**config.mk**
```make
export PLATFORM = sky130hd
export DESIGN_NAME = cfg_load_sequencer
export DESIGN_NICKNAME = d
export VERILOG_FILES = /design/src/hdl/cfg_load_pkg.sv /design/src/hdl/word_stream_if.sv /design/src/hdl/cfg_load_sequencer.sv /design/src/hdl/word_buffer.sv
export SDC_FILE = /design/constraint.sdc
export NUM_CORES = 1
export LEC_CHECK = 0
export ABC_CLOCK_PERIOD_IN_PS = 7400
export BUFFER_PORTS_ARGS = -buffer_cell sky130_fd_sc_hd__buf_4
export CORE_ASPECT_RATIO = 0.5
export CORE_MARGIN = 2
export CORE_UTILIZATION = 30
export CTS_CLUSTER_DIAMETER = 120
export DETAILED_ROUTE_END_ITERATION = 8
export HOLD_SLACK_MARGIN = 0.12
export REMOVE_ABC_BUFFERS = 1
export SYNTH_ARGS = -nofsm -noshare
export SYNTH_HDL_FRONTEND = slang
export SYNTH_HIERARCHICAL = 1
export SYNTH_SLANG_ARGS = --single-unit
export TNS_END_PERCENT = 10
```
**constraint.sdc**
```tcl
create_clock -name clk_sys -period 7.4 [get_ports clk_sys]
set_input_delay 0.74 -clock clk_sys [delete_from_list [all_inputs] [get_ports clk_sys]]
set_output_delay 0.74 -clock clk_sys [all_outputs]
set_load 0.005 [all_outputs]
```
**src/hdl/cfg_load_pkg.sv**
```systemverilog
// Purpose: shared constants and types of the configuration-load sequencer
// Assumes: system clock of 125 MHz
// Notes:   times kept in printed units, cycle counts derived from them
package cfg_load_pkg;
   localparam int CLK_KHZ         = 125000;
   localparam int WORD_W          = 32;
   localparam int T_REACT_NS      = 600;
   localparam int REACT_CYC       = T_REACT_NS * CLK_KHZ / 1000000;
   localparam int T_STATUS_MIN_US = 268;
   localparam int STATUS_MIN_CYC  = T_STATUS_MIN_US * CLK_KHZ / 1000;
   localparam int T_STATUS_MAX_US = 1506;
   localparam int STATUS_MAX_CYC  = T_STATUS_MAX_US * CLK_KHZ / 1000;
   localparam int T_INIT_MIN_US   = 175;
   localparam int INIT_MIN_CYC    = T_INIT_MIN_US * CLK_KHZ / 1000;
   localparam int T_INIT_MAX_US   = 437;
   localparam int INIT_MAX_CYC    = T_INIT_MAX_US * CLK_KHZ / 1000;
   localparam int USER_INIT_EDGES = 17408;
   localparam int FLUSH_FALLS     = 2;
   localparam int AS_CMD_BITS     = 32;
   localparam logic [31:0] AS_READ_CMD    = 32'h0300_0000;
   localparam int          AS_FMAX_KHZ[4] = '{12500, 25000, 50000, 100000};
   localparam logic [1:0]  AS_SPEED_TOP   = 2'h3;
   localparam logic [1:0]  AS_SPEED_CHAIN = 2'h2;

   typedef enum logic [1:0] {
      MODE_FPP   = 2'b00,
      MODE_AS_X1 = 2'b01,
      MODE_AS_X4 = 2'b10
   } load_mode_t;

   typedef enum logic [2:0] {
      ST_CLEAR       = 3'b000,
      ST_WAIT_STATUS = 3'b001,
      ST_LOAD        = 3'b010,
      ST_FLUSH       = 3'b011,
      ST_INIT        = 3'b100,
      ST_USER        = 3'b101
   } seq_state_t;

   // half period in system cycles, rounded up so the range maximum holds
   function automatic logic [3:0] as_half(input logic [1:0] sel);
      int f;
      f = AS_FMAX_KHZ[sel];
      return 4'((CLK_KHZ + 2 * f - 1) / (2 * f));
   endfunction
endpackage

```
**src/hdl/word_stream_if.sv**
```systemverilog
// Purpose: valid/ready word carrier between sequencer and its buffer
// Assumes: both ends on clk_sys
// Notes:   transfer when valid and ready are both high
interface word_stream_if #(parameter int W = 32) ();
   logic         valid;
   logic         ready;
   logic [W-1:0] data;
   modport src (output valid, output data, input ready);
   modport snk (input valid, input data, output ready);
endinterface

```
**src/hdl/cfg_load_sequencer.sv**
```systemverilog
// Purpose: configuration-load sequencing: clear, load, flush, init, user mode
// Assumes: all pins asynchronous to clk_sys; pull-ups on open-drain lines
// Notes:   parallel loading sampled from the host clock pin; serial loading
//          drives its own clock to the configuration memory
// Summary of operation
// - request low drops load-complete within 600 ns
// - request low pulls status low within 600 ns
// - status held low 268 to 1506 us
// - status released within 1506 us after request
// - oscillator init reaches user mode 175-437 us
// - user-clock init needs 17408 user clocks
// - quad mode moves four bits per clock
// - serial out and capture on falling edge
// - generated clock in four speed ranges
// - chained loading never uses fastest speed
// - init clock from oscillator or user pin
// - init-done held low until init ends
// - request low in user mode restarts
module cfg_load_sequencer #(
   parameter int STATUS_MIN = cfg_load_pkg::STATUS_MIN_CYC,
   parameter int STATUS_MAX = cfg_load_pkg::STATUS_MAX_CYC,
   parameter int INIT_CYC   = cfg_load_pkg::INIT_MIN_CYC,
   parameter int USER_EDGES = cfg_load_pkg::USER_INIT_EDGES,
   parameter int CFG_WORDS  = 1024
) (
   input  wire logic        clk_sys,
   input  wire logic        rst,
   input  wire logic        ce,
   input  wire logic        config_req_n,
   input  wire logic        status_in,
   output wire logic        status_out,
   output wire logic        status_oe,
   output wire logic        load_complete,
   output wire logic        init_done_out,
   output wire logic        init_done_oe,
   output wire logic        user_mode,
   input  wire logic [1:0]  load_mode,
   input  wire logic [3:0]  ratio,
   input  wire logic        init_from_user_clk,
   input  wire logic        init_done_enable,
   input  wire logic        chain_mode,
   input  wire logic [1:0]  as_speed,
   input  wire logic        user_clock,
   input  wire logic        load_clock_in,
   output wire logic        load_clock_out,
   output wire logic        load_clock_oe,
   input  wire logic [31:0] load_data,
   output wire logic        memory_select_n,
   output wire logic        serial_data_line0,
   output wire logic        serial_data_line0_oe,
   input  wire logic [3:0]  quad_serial_data,
   output wire logic [31:0] out_data,
   output wire logic        out_valid,
   input  wire logic        out_ready,
   output wire logic        overrun
);
   localparam int W  = cfg_load_pkg::WORD_W;
   localparam int PW = W + 19;

   if (STATUS_MIN < 1 || STATUS_MIN >= 2 ** 18 || INIT_CYC < 1 || USER_EDGES < 1 ||
       INIT_CYC > cfg_load_pkg::INIT_MAX_CYC || USER_EDGES >= 2 ** 18 ||
       STATUS_MAX < STATUS_MIN || CFG_WORDS < 1) begin : g_bad
      $error("cfg_load_sequencer: parameter out of range");
   end

   //------------------------------------------------------------------
   // pin synchronisers
   //------------------------------------------------------------------
   logic [PW-1:0] pin_s1_q;
   logic [PW-1:0] pin_s2_q;
   logic          lclk_d_q;
   logic          uclk_d_q;
   wire  [PW-1:0] pin_raw = {config_req_n, status_in, load_clock_in, user_clock,
                             quad_serial_data, load_mode, ratio, init_from_user_clk,
                             init_done_enable, chain_mode, as_speed, load_data};

   always_ff @(posedge clk_sys) begin
      if (rst) begin
         pin_s1_q <= '0;
         pin_s2_q <= '0;
         lclk_d_q <= 1'b0;
         uclk_d_q <= 1'b0;
      end else if (ce) begin
         pin_s1_q <= pin_raw;
         pin_s2_q <= pin_s1_q;
         lclk_d_q <= pin_s2_q[W+16];
         uclk_d_q <= pin_s2_q[W+15];
      end
   end

   wire          req_s     = pin_s2_q[W+18];
   wire          status_s  = pin_s2_q[W+17];
   wire          lclk_s    = pin_s2_q[W+16];
   wire          uclk_s    = pin_s2_q[W+15];
   wire [3:0]    quad_s    = pin_s2_q[W+14:W+11];
   wire [1:0]    mode_s    = pin_s2_q[W+10:W+9];
   wire [3:0]    ratio_s   = pin_s2_q[W+8:W+5];
   wire          uinit_s   = pin_s2_q[W+4];
   wire          opt_s     = pin_s2_q[W+3];
   wire          chain_s   = pin_s2_q[W+2];
   wire [1:0]    speed_s   = pin_s2_q[W+1:W];
   wire [W-1:0]  data_s    = pin_s2_q[W-1:0];
   wire          lclk_rise = lclk_s && !lclk_d_q;
   wire          lclk_fall = !lclk_s && lclk_d_q;
   wire          uclk_rise = uclk_s && !uclk_d_q;

   //------------------------------------------------------------------
   // options latched while clearing
   //------------------------------------------------------------------
   cfg_load_pkg::seq_state_t state_q;
   cfg_load_pkg::seq_state_t state_d;
   cfg_load_pkg::load_mode_t mode_q;
   logic [3:0]   ratio_q;
   logic         uinit_q;
   logic         opt_q;
   logic         chain_q;
   logic [3:0]   half_q;

   wire [1:0] speed_eff = (chain_s && speed_s == cfg_load_pkg::AS_SPEED_TOP) ?
                          cfg_load_pkg::AS_SPEED_CHAIN : speed_s;
   wire       mode_ok   = mode_s != 2'h3;

   always_ff @(posedge clk_sys) begin
      if (rst) begin
         mode_q  <= cfg_load_pkg::MODE_FPP;
         ratio_q <= 4'h1;
         uinit_q <= 1'b0;
         opt_q   <= 1'b0;
         chain_q <= 1'b0;
         half_q  <= 4'h1;
      end else if (ce && state_q == cfg_load_pkg::ST_CLEAR) begin
         mode_q  <= mode_ok ? cfg_load_pkg::load_mode_t'(mode_s) : cfg_load_pkg::MODE_FPP;
         ratio_q <= (ratio_s == 4'h0) ? 4'h1 : ratio_s;
         uinit_q <= uinit_s;
         opt_q   <= opt_s;
         chain_q <= chain_s;
         half_q  <= cfg_load_pkg::as_half(speed_eff);
      end
   end

   //------------------------------------------------------------------
   // sequence
   //------------------------------------------------------------------
   logic [17:0]  cnt_q;
   logic [31:0]  words_q;
   logic [1:0]   flush_q;
   logic [3:0]   phase_q;
   logic         push;
   wire          as_mode  = mode_q != cfg_load_pkg::MODE_FPP;
   wire          x4       = mode_q == cfg_load_pkg::MODE_AS_X4;
   wire          in_load  = state_q == cfg_load_pkg::ST_LOAD;
   wire          in_flush = state_q == cfg_load_pkg::ST_FLUSH;
   wire          in_init  = state_q == cfg_load_pkg::ST_INIT;
   wire          gen_fall;
   wire          fall_ev  = as_mode ? gen_fall : lclk_fall;
   wire          last_push = push && words_q == 32'(CFG_WORDS - 1);
   wire          init_tick = uinit_q ? uclk_rise : 1'b1;
   wire [17:0]   init_last = uinit_q ? 18'(USER_EDGES - 1) : 18'(INIT_CYC - 1);
   wire          init_end  = init_tick && cnt_q == init_last;
   wire          status_ok = cnt_q >= 18'(STATUS_MIN);

   always_comb begin
      state_d = state_q;
      unique case (state_q)
         cfg_load_pkg::ST_CLEAR:
            if (status_ok && req_s) state_d = cfg_load_pkg::ST_WAIT_STATUS;
         cfg_load_pkg::ST_WAIT_STATUS:
            if (status_s) state_d = cfg_load_pkg::ST_LOAD;
         cfg_load_pkg::ST_LOAD:
            if (last_push) state_d = cfg_load_pkg::ST_FLUSH;
         cfg_load_pkg::ST_FLUSH:
            if (fall_ev && flush_q == 2'(cfg_load_pkg::FLUSH_FALLS - 1)) begin
               state_d = cfg_load_pkg::ST_INIT;
            end
         cfg_load_pkg::ST_INIT:
            if (init_end) state_d = cfg_load_pkg::ST_USER;
         cfg_load_pkg::ST_USER:
            state_d = cfg_load_pkg::ST_USER;
         default:
            state_d = cfg_load_pkg::ST_CLEAR;
      endcase
      if (!req_s) state_d = cfg_load_pkg::ST_CLEAR;
   end

   wire cnt_inc = (state_q == cfg_load_pkg::ST_CLEAR) ? !status_ok : (in_init && init_tick);

   always_ff @(posedge clk_sys) begin
      if (rst) begin
         state_q <= cfg_load_pkg::ST_CLEAR;
         cnt_q   <= '0;
         flush_q <= '0;
      end else if (ce) begin
         state_q <= state_d;
         cnt_q   <= (state_d != state_q) ? 18'h0 : cnt_q + 18'(cnt_inc);
         flush_q <= !in_flush ? 2'h0 : flush_q + 2'(fall_ev);
      end
   end

   //------------------------------------------------------------------
   // parallel capture, one word per ratio clocks
   //------------------------------------------------------------------
   wire fpp_cap = !as_mode && in_load && lclk_rise && phase_q == 4'h0;

   always_ff @(posedge clk_sys) begin
      if (rst) begin
         phase_q <= 4'h0;
      end else if (ce) begin
         if (!in_load) phase_q <= 4'h0;
         else if (lclk_rise) phase_q <= (phase_q == ratio_q - 4'h1) ? 4'h0 : phase_q + 4'h1;
      end
   end

   //------------------------------------------------------------------
   // serial engine: clock divider, command out, data in
   //------------------------------------------------------------------
   logic [3:0]   div_q;
   logic         gclk_q;
   logic [31:0]  cmd_q;
   logic [5:0]   cmd_cnt_q;
   logic [1:0]   fall_p_q;
   logic [W-1:0] sh_q;
   logic [4:0]   bits_q;
   logic         in_ready;
   // stalling the memory clock is the back-pressure path for serial loading
   wire          as_run  = as_mode && (in_flush || (in_load && in_ready)) && fall_p_q == 2'h0;
   wire          tick    = as_run && div_q == half_q - 4'h1;
   wire          cmd_done = cmd_cnt_q == 6'(cfg_load_pkg::AS_CMD_BITS);
   assign gen_fall = tick && gclk_q;
   wire [4:0]    step    = x4 ? 5'h4 : 5'h1;
   wire [W-1:0]  as_word = x4 ? {sh_q[W-5:0], quad_s} : {sh_q[W-2:0], quad_s[1]};
   wire          as_cap  = fall_p_q[1] && in_load && 5'(bits_q + step) == 5'h0;

   always_ff @(posedge clk_sys) begin
      if (rst) begin
         div_q     <= 4'h0;
         gclk_q    <= 1'b0;
         cmd_q     <= cfg_load_pkg::AS_READ_CMD;
         cmd_cnt_q <= 6'h0;
         fall_p_q  <= 2'h0;
         bits_q    <= 5'h0;
      end else if (ce) begin
         div_q    <= !as_run ? 4'h0 : (tick ? 4'h0 : div_q + 4'h1);
         gclk_q   <= tick ? !gclk_q : (as_run ? gclk_q : 1'b0);
         fall_p_q <= {fall_p_q[0], gen_fall && in_load && cmd_done};
         if (!in_load && !in_flush) begin
            cmd_q     <= cfg_load_pkg::AS_READ_CMD;
            cmd_cnt_q <= 6'h0;
            bits_q    <= 5'h0;
         end else begin
            if (gen_fall && !cmd_done) begin
               cmd_q     <= {cmd_q[30:0], 1'b0};
               cmd_cnt_q <= cmd_cnt_q + 6'h1;
            end
            if (fall_p_q[1]) begin
               sh_q   <= as_word;
               bits_q <= bits_q + step;
            end
         end
      end
   end

   //------------------------------------------------------------------
   // word buffer
   //------------------------------------------------------------------
   logic overrun_q;
   word_stream_if #(.W(W)) buf_in ();
   word_stream_if #(.W(W)) buf_out ();

   word_buffer #(.W(W), .DEPTH(2)) u_buf (
      .clk_sys (clk_sys),
      .rst     (rst),
      .ce      (ce),
      .wr      (buf_in),
      .rd      (buf_out)
   );

   assign push          = fpp_cap || as_cap;
   assign in_ready      = buf_in.ready;
   assign buf_in.valid  = push;
   assign buf_in.data   = as_mode ? as_word : data_s;
   assign buf_out.ready = out_ready;
   assign out_data      = buf_out.data;
   assign out_valid     = buf_out.valid;

   // a parallel host cannot be stalled, so a word with no room is flagged
   always_ff @(posedge clk_sys) begin
      if (rst) begin
         words_q   <= '0;
         overrun_q <= 1'b0;
      end else if (ce) begin
         words_q   <= !in_load ? 32'h0 : words_q + 32'(push);
         overrun_q <= (state_q == cfg_load_pkg::ST_CLEAR) ? 1'b0 :
                      (overrun_q || (fpp_cap && !in_ready));
      end
   end

   //------------------------------------------------------------------
   // pin outputs, decoded from state, option and engine flops
   //------------------------------------------------------------------
   assign status_out           = 1'b0;
   assign status_oe            = state_q == cfg_load_pkg::ST_CLEAR;
   assign load_complete        = in_flush || in_init || state_q == cfg_load_pkg::ST_USER;
   assign user_mode            = state_q == cfg_load_pkg::ST_USER;
   assign init_done_out        = 1'b0;
   assign init_done_oe         = opt_q && (in_flush || in_init);
   assign load_clock_out       = gclk_q;
   assign load_clock_oe        = as_mode && (in_load || in_flush);
   assign memory_select_n      = !(as_mode && in_load);
   assign serial_data_line0    = cmd_q[31];
   assign serial_data_line0_oe = as_mode && in_load && !cmd_done;
   assign overrun              = overrun_q;

   //------------------------------------------------------------------
   // checks
   //------------------------------------------------------------------
   logic [17:0] low_cyc_q;
   logic [17:0] rel_cyc_q;
   logic [17:0] init_cyc_q;
   logic [17:0] uedge_q;

   always_ff @(posedge clk_sys) begin
      if (rst) begin
         low_cyc_q  <= '0;
         rel_cyc_q  <= '0;
         init_cyc_q <= '0;
         uedge_q    <= '0;
      end else if (ce) begin
         low_cyc_q  <= status_oe ? low_cyc_q + 18'h1 : 18'h0;
         rel_cyc_q  <= (status_oe && req_s) ? rel_cyc_q + 18'h1 : 18'h0;
         init_cyc_q <= in_init ? init_cyc_q + 18'h1 : (user_mode ? init_cyc_q : 18'h0);
         uedge_q    <= in_init ? uedge_q + 18'(uclk_rise) : (user_mode ? uedge_q : 18'h0);
      end
   end
endmodule

```
**src/hdl/word_buffer.sv**
```systemverilog
// Purpose: small FIFO between word capture and the word consumer
// Assumes: DEPTH a power of two, at least two
// Notes:   read data straight from the storage flops
module word_buffer #(
   parameter int W     = 32,
   parameter int DEPTH = 2
) (
   input  wire logic  clk_sys,
   input  wire logic  rst,
   input  wire logic  ce,
   word_stream_if.snk wr,
   word_stream_if.src rd
);
   localparam int AW = (DEPTH < 2) ? 1 : $clog2(DEPTH);

   if (DEPTH < 2 || (DEPTH & (DEPTH - 1)) != 0) begin : g_bad
      $error("word_buffer: DEPTH must be a power of two of at least 2");
   end

   logic [W-1:0] mem_q [DEPTH];
   logic [AW:0]  wp_q;
   logic [AW:0]  rp_q;
   wire          push = wr.valid && wr.ready;
   wire          pop  = rd.valid && rd.ready;
   wire  [AW:0]  fill = wp_q - rp_q;

   assign wr.ready = fill != (AW + 1)'(DEPTH);
   assign rd.valid = fill != '0;
   assign rd.data  = mem_q[rp_q[AW-1:0]];

   always_ff @(posedge clk_sys) begin
      if (rst) begin
         wp_q <= '0;
         rp_q <= '0;
      end else if (ce) begin
         if (push) begin
            mem_q[wp_q[AW-1:0]] <= wr.data;
            wp_q                <= wp_q + 1'b1;
         end
         if (pop) begin
            rp_q <= rp_q + 1'b1;
         end
      end
   end
endmodule

```
Yosys cells after proc, flatten, opt, wreduce, memory -nomap -nowiden. Memory sizes are Yosys's and may differ from the RTL's. A register that Yosys moved wholly into a read port is not among the register bits. Cells that the tools add are included. Widths: inputs -> output; s select.

Muxes and demuxes: 43. $lt $le $gt $ge: 2. Bitwise logic cells: 3. Reduce and logical (&&, ||, !) cells: 64. Equality and inequality tests: 18. Div/mod/pow operators: 1. $add $sub $neg: 14.

Operator list (count): $mux 32 (5); $bmux 32 s2 (1); $mux 31 (2); $add 18x32->32 const A (1); $add 32x1->32 (1); $div 32x32->32 (1); $eq 32x10->1 const B (1); $sub 32x2->32 const B (1); $logic_and 1x1->1 (31); $mux 4 (6); $mux 3 (7); $add 18x1->18 (1); $eq 18x15->1 (1); $ge 18x16->1 const B (1); $mux 18 (1); $pmux 3 s6 (1); $mux 13 (1); $mux 1 (12); $mux 6 (2); $reduce_and 2->1 (6); $logic_not 1->1 (11); $mux 5 (2); $add 4x1->4 const B (2); $eq 4x4->1 (2); 26 further kinds (45).

Bits in registers: 261. RAM bits: 64. Output and inout bits: 45. Word-level logic and storage cells: 170. Memories kept: 1.

Memories: u_buf.mem_q (words 2, bits a word 32, read ports 1, clocked after memory_dff 1, write ports 1, line word_buffer.sv:20) `logic [W-1:0] mem_q [DEPTH];`.

Logic depth before layout (Yosys ltp).
Word-level depth: 15. Depth in mapped cells: 19. Gate-level depth less buffers: 17.

Modules after synthesis. The synthesis kept the hierarchy.

By module, submodules not included: cfg_load_sequencer (times used 1, cells each 1123, area an instance 10307.4 um^2, seq. area each 4974.8 um^2); word_buffer (times used 1, cells each 136, area an instance 2580.0 um^2, seq. area each 2021.9 um^2).

Least setup slack after synthesis. OpenSTA, ideal clock, no wires.

Path type: register to register. Start: reg mode_q[1]. End: mem u_buf.mem_q[0][0] (enable). Library setup time: 0.505 ns. Clock period less this slack: 6.484 ns. Data required time: 6.895 ns. Path buffers: 2. Arrival time: 5.980 ns. Setup slack: 0.916 ns. Cell stages (with the launch flop): 13. Cell sequence: dfxtp_1 -> nor2b_1 -> clkbuf_1 -> clkbuf_1 -> inv_1 -> ha_1 -> ha_1 -> xor2_1 -> or4b_2 -> o31a_1 -> nor2_1 -> nand2_1 -> nor4_1.

Longest elaborated chain between the ends: 11. Elaborated cells between the ends (all ways): 16. Classes of those cells: add/sub: 1; eq/ne: 1; mux: 5; reduce/logical: 9.

Ends and longest elaborated chain: from (decl) (line cfg_load_sequencer.sv:112) `cfg_load_pkg::load_mode_t mode_q;`; from (signal assigned) (line cfg_load_sequencer.sv:125) `mode_q <= cfg_load_pkg::MODE_FPP;`; from (signal assigned) (line cfg_load_sequencer.sv:132) `mode_q <= mode_ok ? cfg_load_pkg::load_mode_t'(mode_s) : cfg_load_pkg::MODE_FPP;`; $eq 2x2->1 / $reduce_bool 2->1 (equally long branches) (line cfg_load_sequencer.sv:150, cfg_load_sequencer.sv:149); $mux 3 / $logic_not 1->1 (equally long branches) (line cfg_load_sequencer.sv:229, cfg_load_sequencer.sv:202); $add 5x3->5 / $logic_and 1x1->1 (equally long branches) (line cfg_load_sequencer.sv:231, cfg_load_sequencer.sv:202); $logic_not 5->1 / $logic_and 1x1->1 (equally long branches) (line cfg_load_sequencer.sv:231, cfg_load_sequencer.sv:202); $logic_and 1x1->1, on equally long branches (line cfg_load_sequencer.sv:231, cfg_load_sequencer.sv:202); $logic_or 1x1->1 (*) (line cfg_load_sequencer.sv:277) `assign push = fpp_cap || as_cap;`; named net buf_in.valid (line word_stream_if.sv:5) `logic valid;`; $logic_and 1x1->1 (*) (line word_buffer.sv:23) `wire push = wr.valid && wr.ready;`; $mux 1 (*) (line word_buffer.sv:36) `if (push) begin`; $mux 1 (*) (line word_buffer.sv:35) `end else if (ce) begin`; $mux 1 (*) (line word_buffer.sv:32) `if (rst) begin`; $mux 1 (implied by the code) (*) (line word_buffer.sv:37) `mem_q[wp_q[AW-1:0]] <= wr.data;`; to (decl) (line word_buffer.sv:20).

Mark *: on every way through the listed nets, which the timed path passes. The rest lies on a longest branch.

Final worst setup path.
Start: reg mode_q[1]. End: reg words_q[27].

Longest elaborated chain between the ends: 8. Elaborated cells between the ends (all ways): 13. Classes of those cells: add/sub: 2; eq/ne: 1; mux: 2; reduce/logical: 8.

Ends and longest elaborated chain: $eq 2x2->1 / $reduce_bool 2->1 (equally long branches) (line cfg_load_sequencer.sv:150, cfg_load_sequencer.sv:149); $mux 3 / $logic_not 1->1 (equally long branches) (line cfg_load_sequencer.sv:229, cfg_load_sequencer.sv:202); $add 5x3->5 / $logic_and 1x1->1 (equally long branches) (line cfg_load_sequencer.sv:231, cfg_load_sequencer.sv:202); $logic_not 5->1 / $logic_and 1x1->1 (equally long branches) (line cfg_load_sequencer.sv:231, cfg_load_sequencer.sv:202); $logic_and 1x1->1, on equally long branches (line cfg_load_sequencer.sv:231, cfg_load_sequencer.sv:202); $logic_or 1x1->1 (*) (line cfg_load_sequencer.sv:277); named net buf_in.valid (line word_stream_if.sv:5); $add 32x1->32 (*) (line cfg_load_sequencer.sv:291) `words_q <= !in_load ? 32'h0 : words_q + 32'(push);`; $mux 32 (*) (line cfg_load_sequencer.sv:291); to (signal assigned) (line cfg_load_sequencer.sv:291); to (decl) (line cfg_load_sequencer.sv:145) `logic [31:0] words_q;`.

Marks and branches as above. A chain may end at the register's enable or synchronous reset.

==> impl_metrics.csv <==
group,metric,value,unit
status,status,"finished clean",
job,drv_cap,0,
power,p_per_area,223,nW/µm²
power,power.share.switching,21.6,%
route,viasPerCell,4.67,
power,pwr-share-clk,43.4,%
floorplan,dieArea,44700,µm²
route,num_vias,9002,
global_routing,grt_usage,11.9,%
yosys,synth_area,12900,µm²
timing,fmax,0.207,GHz
yosys,async_flop_share,0,%
power,ir_drop,183,µV
floorplan,start_util,30.6,%
timing,final.period_utilization,65.3,%
yosys,yosys-top-cells-area,"dfxtp_1, edfxtp_1, mux2i_1, nor2_1, mux2_2",
layout,diodes,0,
critical_path,endpoint_kind,"flip-flop",
timing,skew,0.00927,ns
route,wl_per_cell,14.1,µm
yosys,ys_top_cells_by_count,"nor2_1, dfxtp_1, mux2i_1",
critical_path,worst_ep_arrival_time,5.30,ns
yosys,synth_top_cell_by_area,"dfxtp_1",
timing,hold_viol_final,0,
power,p_leak,5.69,nW
global_routing,antenna_found_initial,0,
timing,layout_setup_ws,2.57,ns
floorplan,rows,53,
global_routing,first_global_vias,8498,
critical_path,critical_path_class,"reg2reg",
placement,place_area,14200,µm²
placement,hpwl,17800,µm
hold_path,hold_path.class,"in2reg",
clock_network,post-cts-setup-buffer-count,0,
critical_path,required,7.87,ns
power,pwr-share-comb,4.7,%
timing,fin_crit,4.83,ns
timing,tightest_slew,0.942,ns
yosys,syn_area_per_cell,10.2,µm²
layout,post-route-cell-area,15100,µm²
clock_network,cts_buffer_depth,3,
yosys,yosysTopAreaCellShare,32.2,%
placement,port_buffers,97,
clock_network,cts_tree,"built",
route,postRouteAntennaNets,0,
clock_network,postCtsResizedCells,0,
yosys,yosysWarnings,6,
route,wl,27300,µm
timing,setup_viol,0,
floorplan,boundaryPins,100,
route,drt-pass1-iter-count,5,
floorplan,die_x,297,µm
yosys,synth-edff-count,95,
timing,drv_slew,0,
route,drcViolationCount,0,
layout,layout.nets,1402,
critical_path,critPathMaxFanout,33,
yosys,synthDistinctLibCells,67,
yosys,yosysSeqAreaShare,54.3,%
timing,worst_hold_slack,0.419,ns
floorplan,chipHeight,151,µm
layout,layout-drive-gt1-share,16.3,%
clock_network,clk_latency,0.55,ns
clock_network,cts_sinks,302,
layout,num-fill-cells,4265,
power,p_seq_share,51.9,%
yosys,synth_flop_cell,"dfxtp_1",
global_routing,gr-total-overflow,0,
global_routing,grt_pass1_wl,44400,µm
yosys,yosys_register_bits,302,
floorplan,core_area,42200,µm²
clock_network,cts_buffers,30,
route,drt-initial-drc-count,467,
clock_network,cts_hold_buf,0,
global_routing,grt_start_max_net_pins,102,
timing,rsz0062_at_grt,"no",
clock_network,cts_max_level,1,
timing,maxSlewHeadroom,37.2,%
critical_path,cp-start-kind,"flip-flop",
power,p_int,2.65,mW
placement,place.gp.congestion,0.787,
placement,post-place-ws,2.62,ns
clock_network,root_buffer,"clkbuf_16",
yosys,syn_inst,1259,
clock_network,path_clk_slew,0.07,ns
yosys,synth.most_common_cell,"nor2_1",
power,p_switching,0.729,mW
layout,syn_to_final_growth,17.3,%
final cells by class:
cell class	instances	area, µm²	share of cell area [%]
inverters	21	78.8	0.521
clock inverters	4	31.3	0.207
multi-input cells	867	5560	36.8
repair buffers	107	811	5.36
clock buffers	50	926	6.12
flip-flops and latches	302	7000	46.3
well taps	577	722	4.77
critical path, cell delays in order (launching register included):
cell,delay [ns]
dfxtp_1,0.40
nor2b_2,0.16
buf_4,0.38
inv_1,0.09
ha_1,0.21
ha_1,0.23
xor2_1,0.16
or4b_2,0.61
o31a_1,0.35
nor2_1,0.22
ha_1,0.22
and4_1,0.25
and2_0,0.33
nand2_1,0.13
nor3_1,0.30
nand2b_1,0.21
or3_1,0.34
a21oi_1,0.14
power by group through the flow:
stage	Clock [mW]	Combinational (mW)	Sequential, mW
after floorplan	0	0.0829	1.78
after CTS	1.50	0.161	1.75
after global routing	1.57	0.179	1.76
final	1.47	0.158	1.75
after global placement	0	0.159	1.79
after detailed placement	0	0.161	1.79
per-layer routing:
layer  vias to the layer above  wire length, µm  track usage [%]
li1                       4533                -                -
met3                        37              676             1.60
met2                        95            13500             21.5
met4                         0              463             2.55
met5                         -                0                0
met1                      4337            12600             15.4
cells by family (layout without fill, tap and decap cells):
kind of cell    Yosys count  after routing  synth area share, %
compound gates          108            108                 5.44
simple gates            509            509                 17.7
flops                   302            302                 54.3
buf+inv                  91            182                 2.83
other cells               1              2               0.0291
xor+xnor                 59             59                 4.12
mux                     170            170                 13.8
fa+ha+maj                19             19                 1.83
state kept, by name (all words and copies together) (netlist names), 5 cells and up, named ones only:
name         count
words_q         32
bits_q           5
u_buf/mem_q     64
cmd_cnt_q        6
sh_q            31
cmd_q            8
pin_s1_q        51
cnt_q           18
pin_s2_q        51
per-stage QoR:
| step | power [mW] | cells | setup TNS, ns | utilization (%) |
|---|---|---|---|---|
| 2_1_floorplan | 1.87 | 1190 | -0.0570 | - |
| 3_3_place_gp | 1.95 | 1874 | 0 | 33.6 |
| 3_5_place_dp | 1.95 | 1874 | 0 | 33.6 |
| 4_1_cts | 3.41 | 1928 | 0 | 35.9 |
| 5_1_grt | 3.51 | 1928 | 0 | 35.9 |
| 6_report | 3.38 | 1928 | 0 | 35.9 |
final timing paths:
check	start	end	slack, ns	depth (start not counted)
worst max-delay path	mode_q[1]$_SDFFE_PP0P_	words_q[27]$_SDFFE_PP0P_	2.57	17
worst min-delay path	load_data[29]	pin_s1_q[29]$_SDFFE_PP0P_	0.42	3
worst max register to register	mode_q[1]$_SDFFE_PP0P_	words_q[27]$_SDFFE_PP0P_	2.57	17
worst min register to register	pin_s2_q[36]$_SDFFE_PP0P_	uinit_q$_SDFFE_PP0P_	0.46	2
layout by cell type, fill, tap and decap left out, types with 11 or more instances in the layout:
| cell type | synthesis | final |
|---|---|---|
| a21oi_1 | 42 | 42 |
| and3_1 | 11 | 11 |
| buf_4 | 2 | 105 |
| clkbuf_16 | 0 | 30 |
| dfxtp_1 | 207 | 207 |
| edfxtp_1 | 95 | 95 |
| ha_1 | 18 | 18 |
| inv_1 | 21 | 21 |
| mux2_2 | 59 | 59 |
| mux2i_1 | 107 | 107 |
| nand2_1 | 75 | 75 |
| nand3_1 | 34 | 34 |
| nand4_1 | 17 | 17 |
| nor2_1 | 274 | 273 |
| nor3_1 | 37 | 36 |
| o21ai_0 | 19 | 19 |
| or3_1 | 12 | 12 |
| xnor2_1 | 28 | 28 |
| xor2_1 | 30 | 30 |
Note: power is estimated with default switching activity, not from simulation.
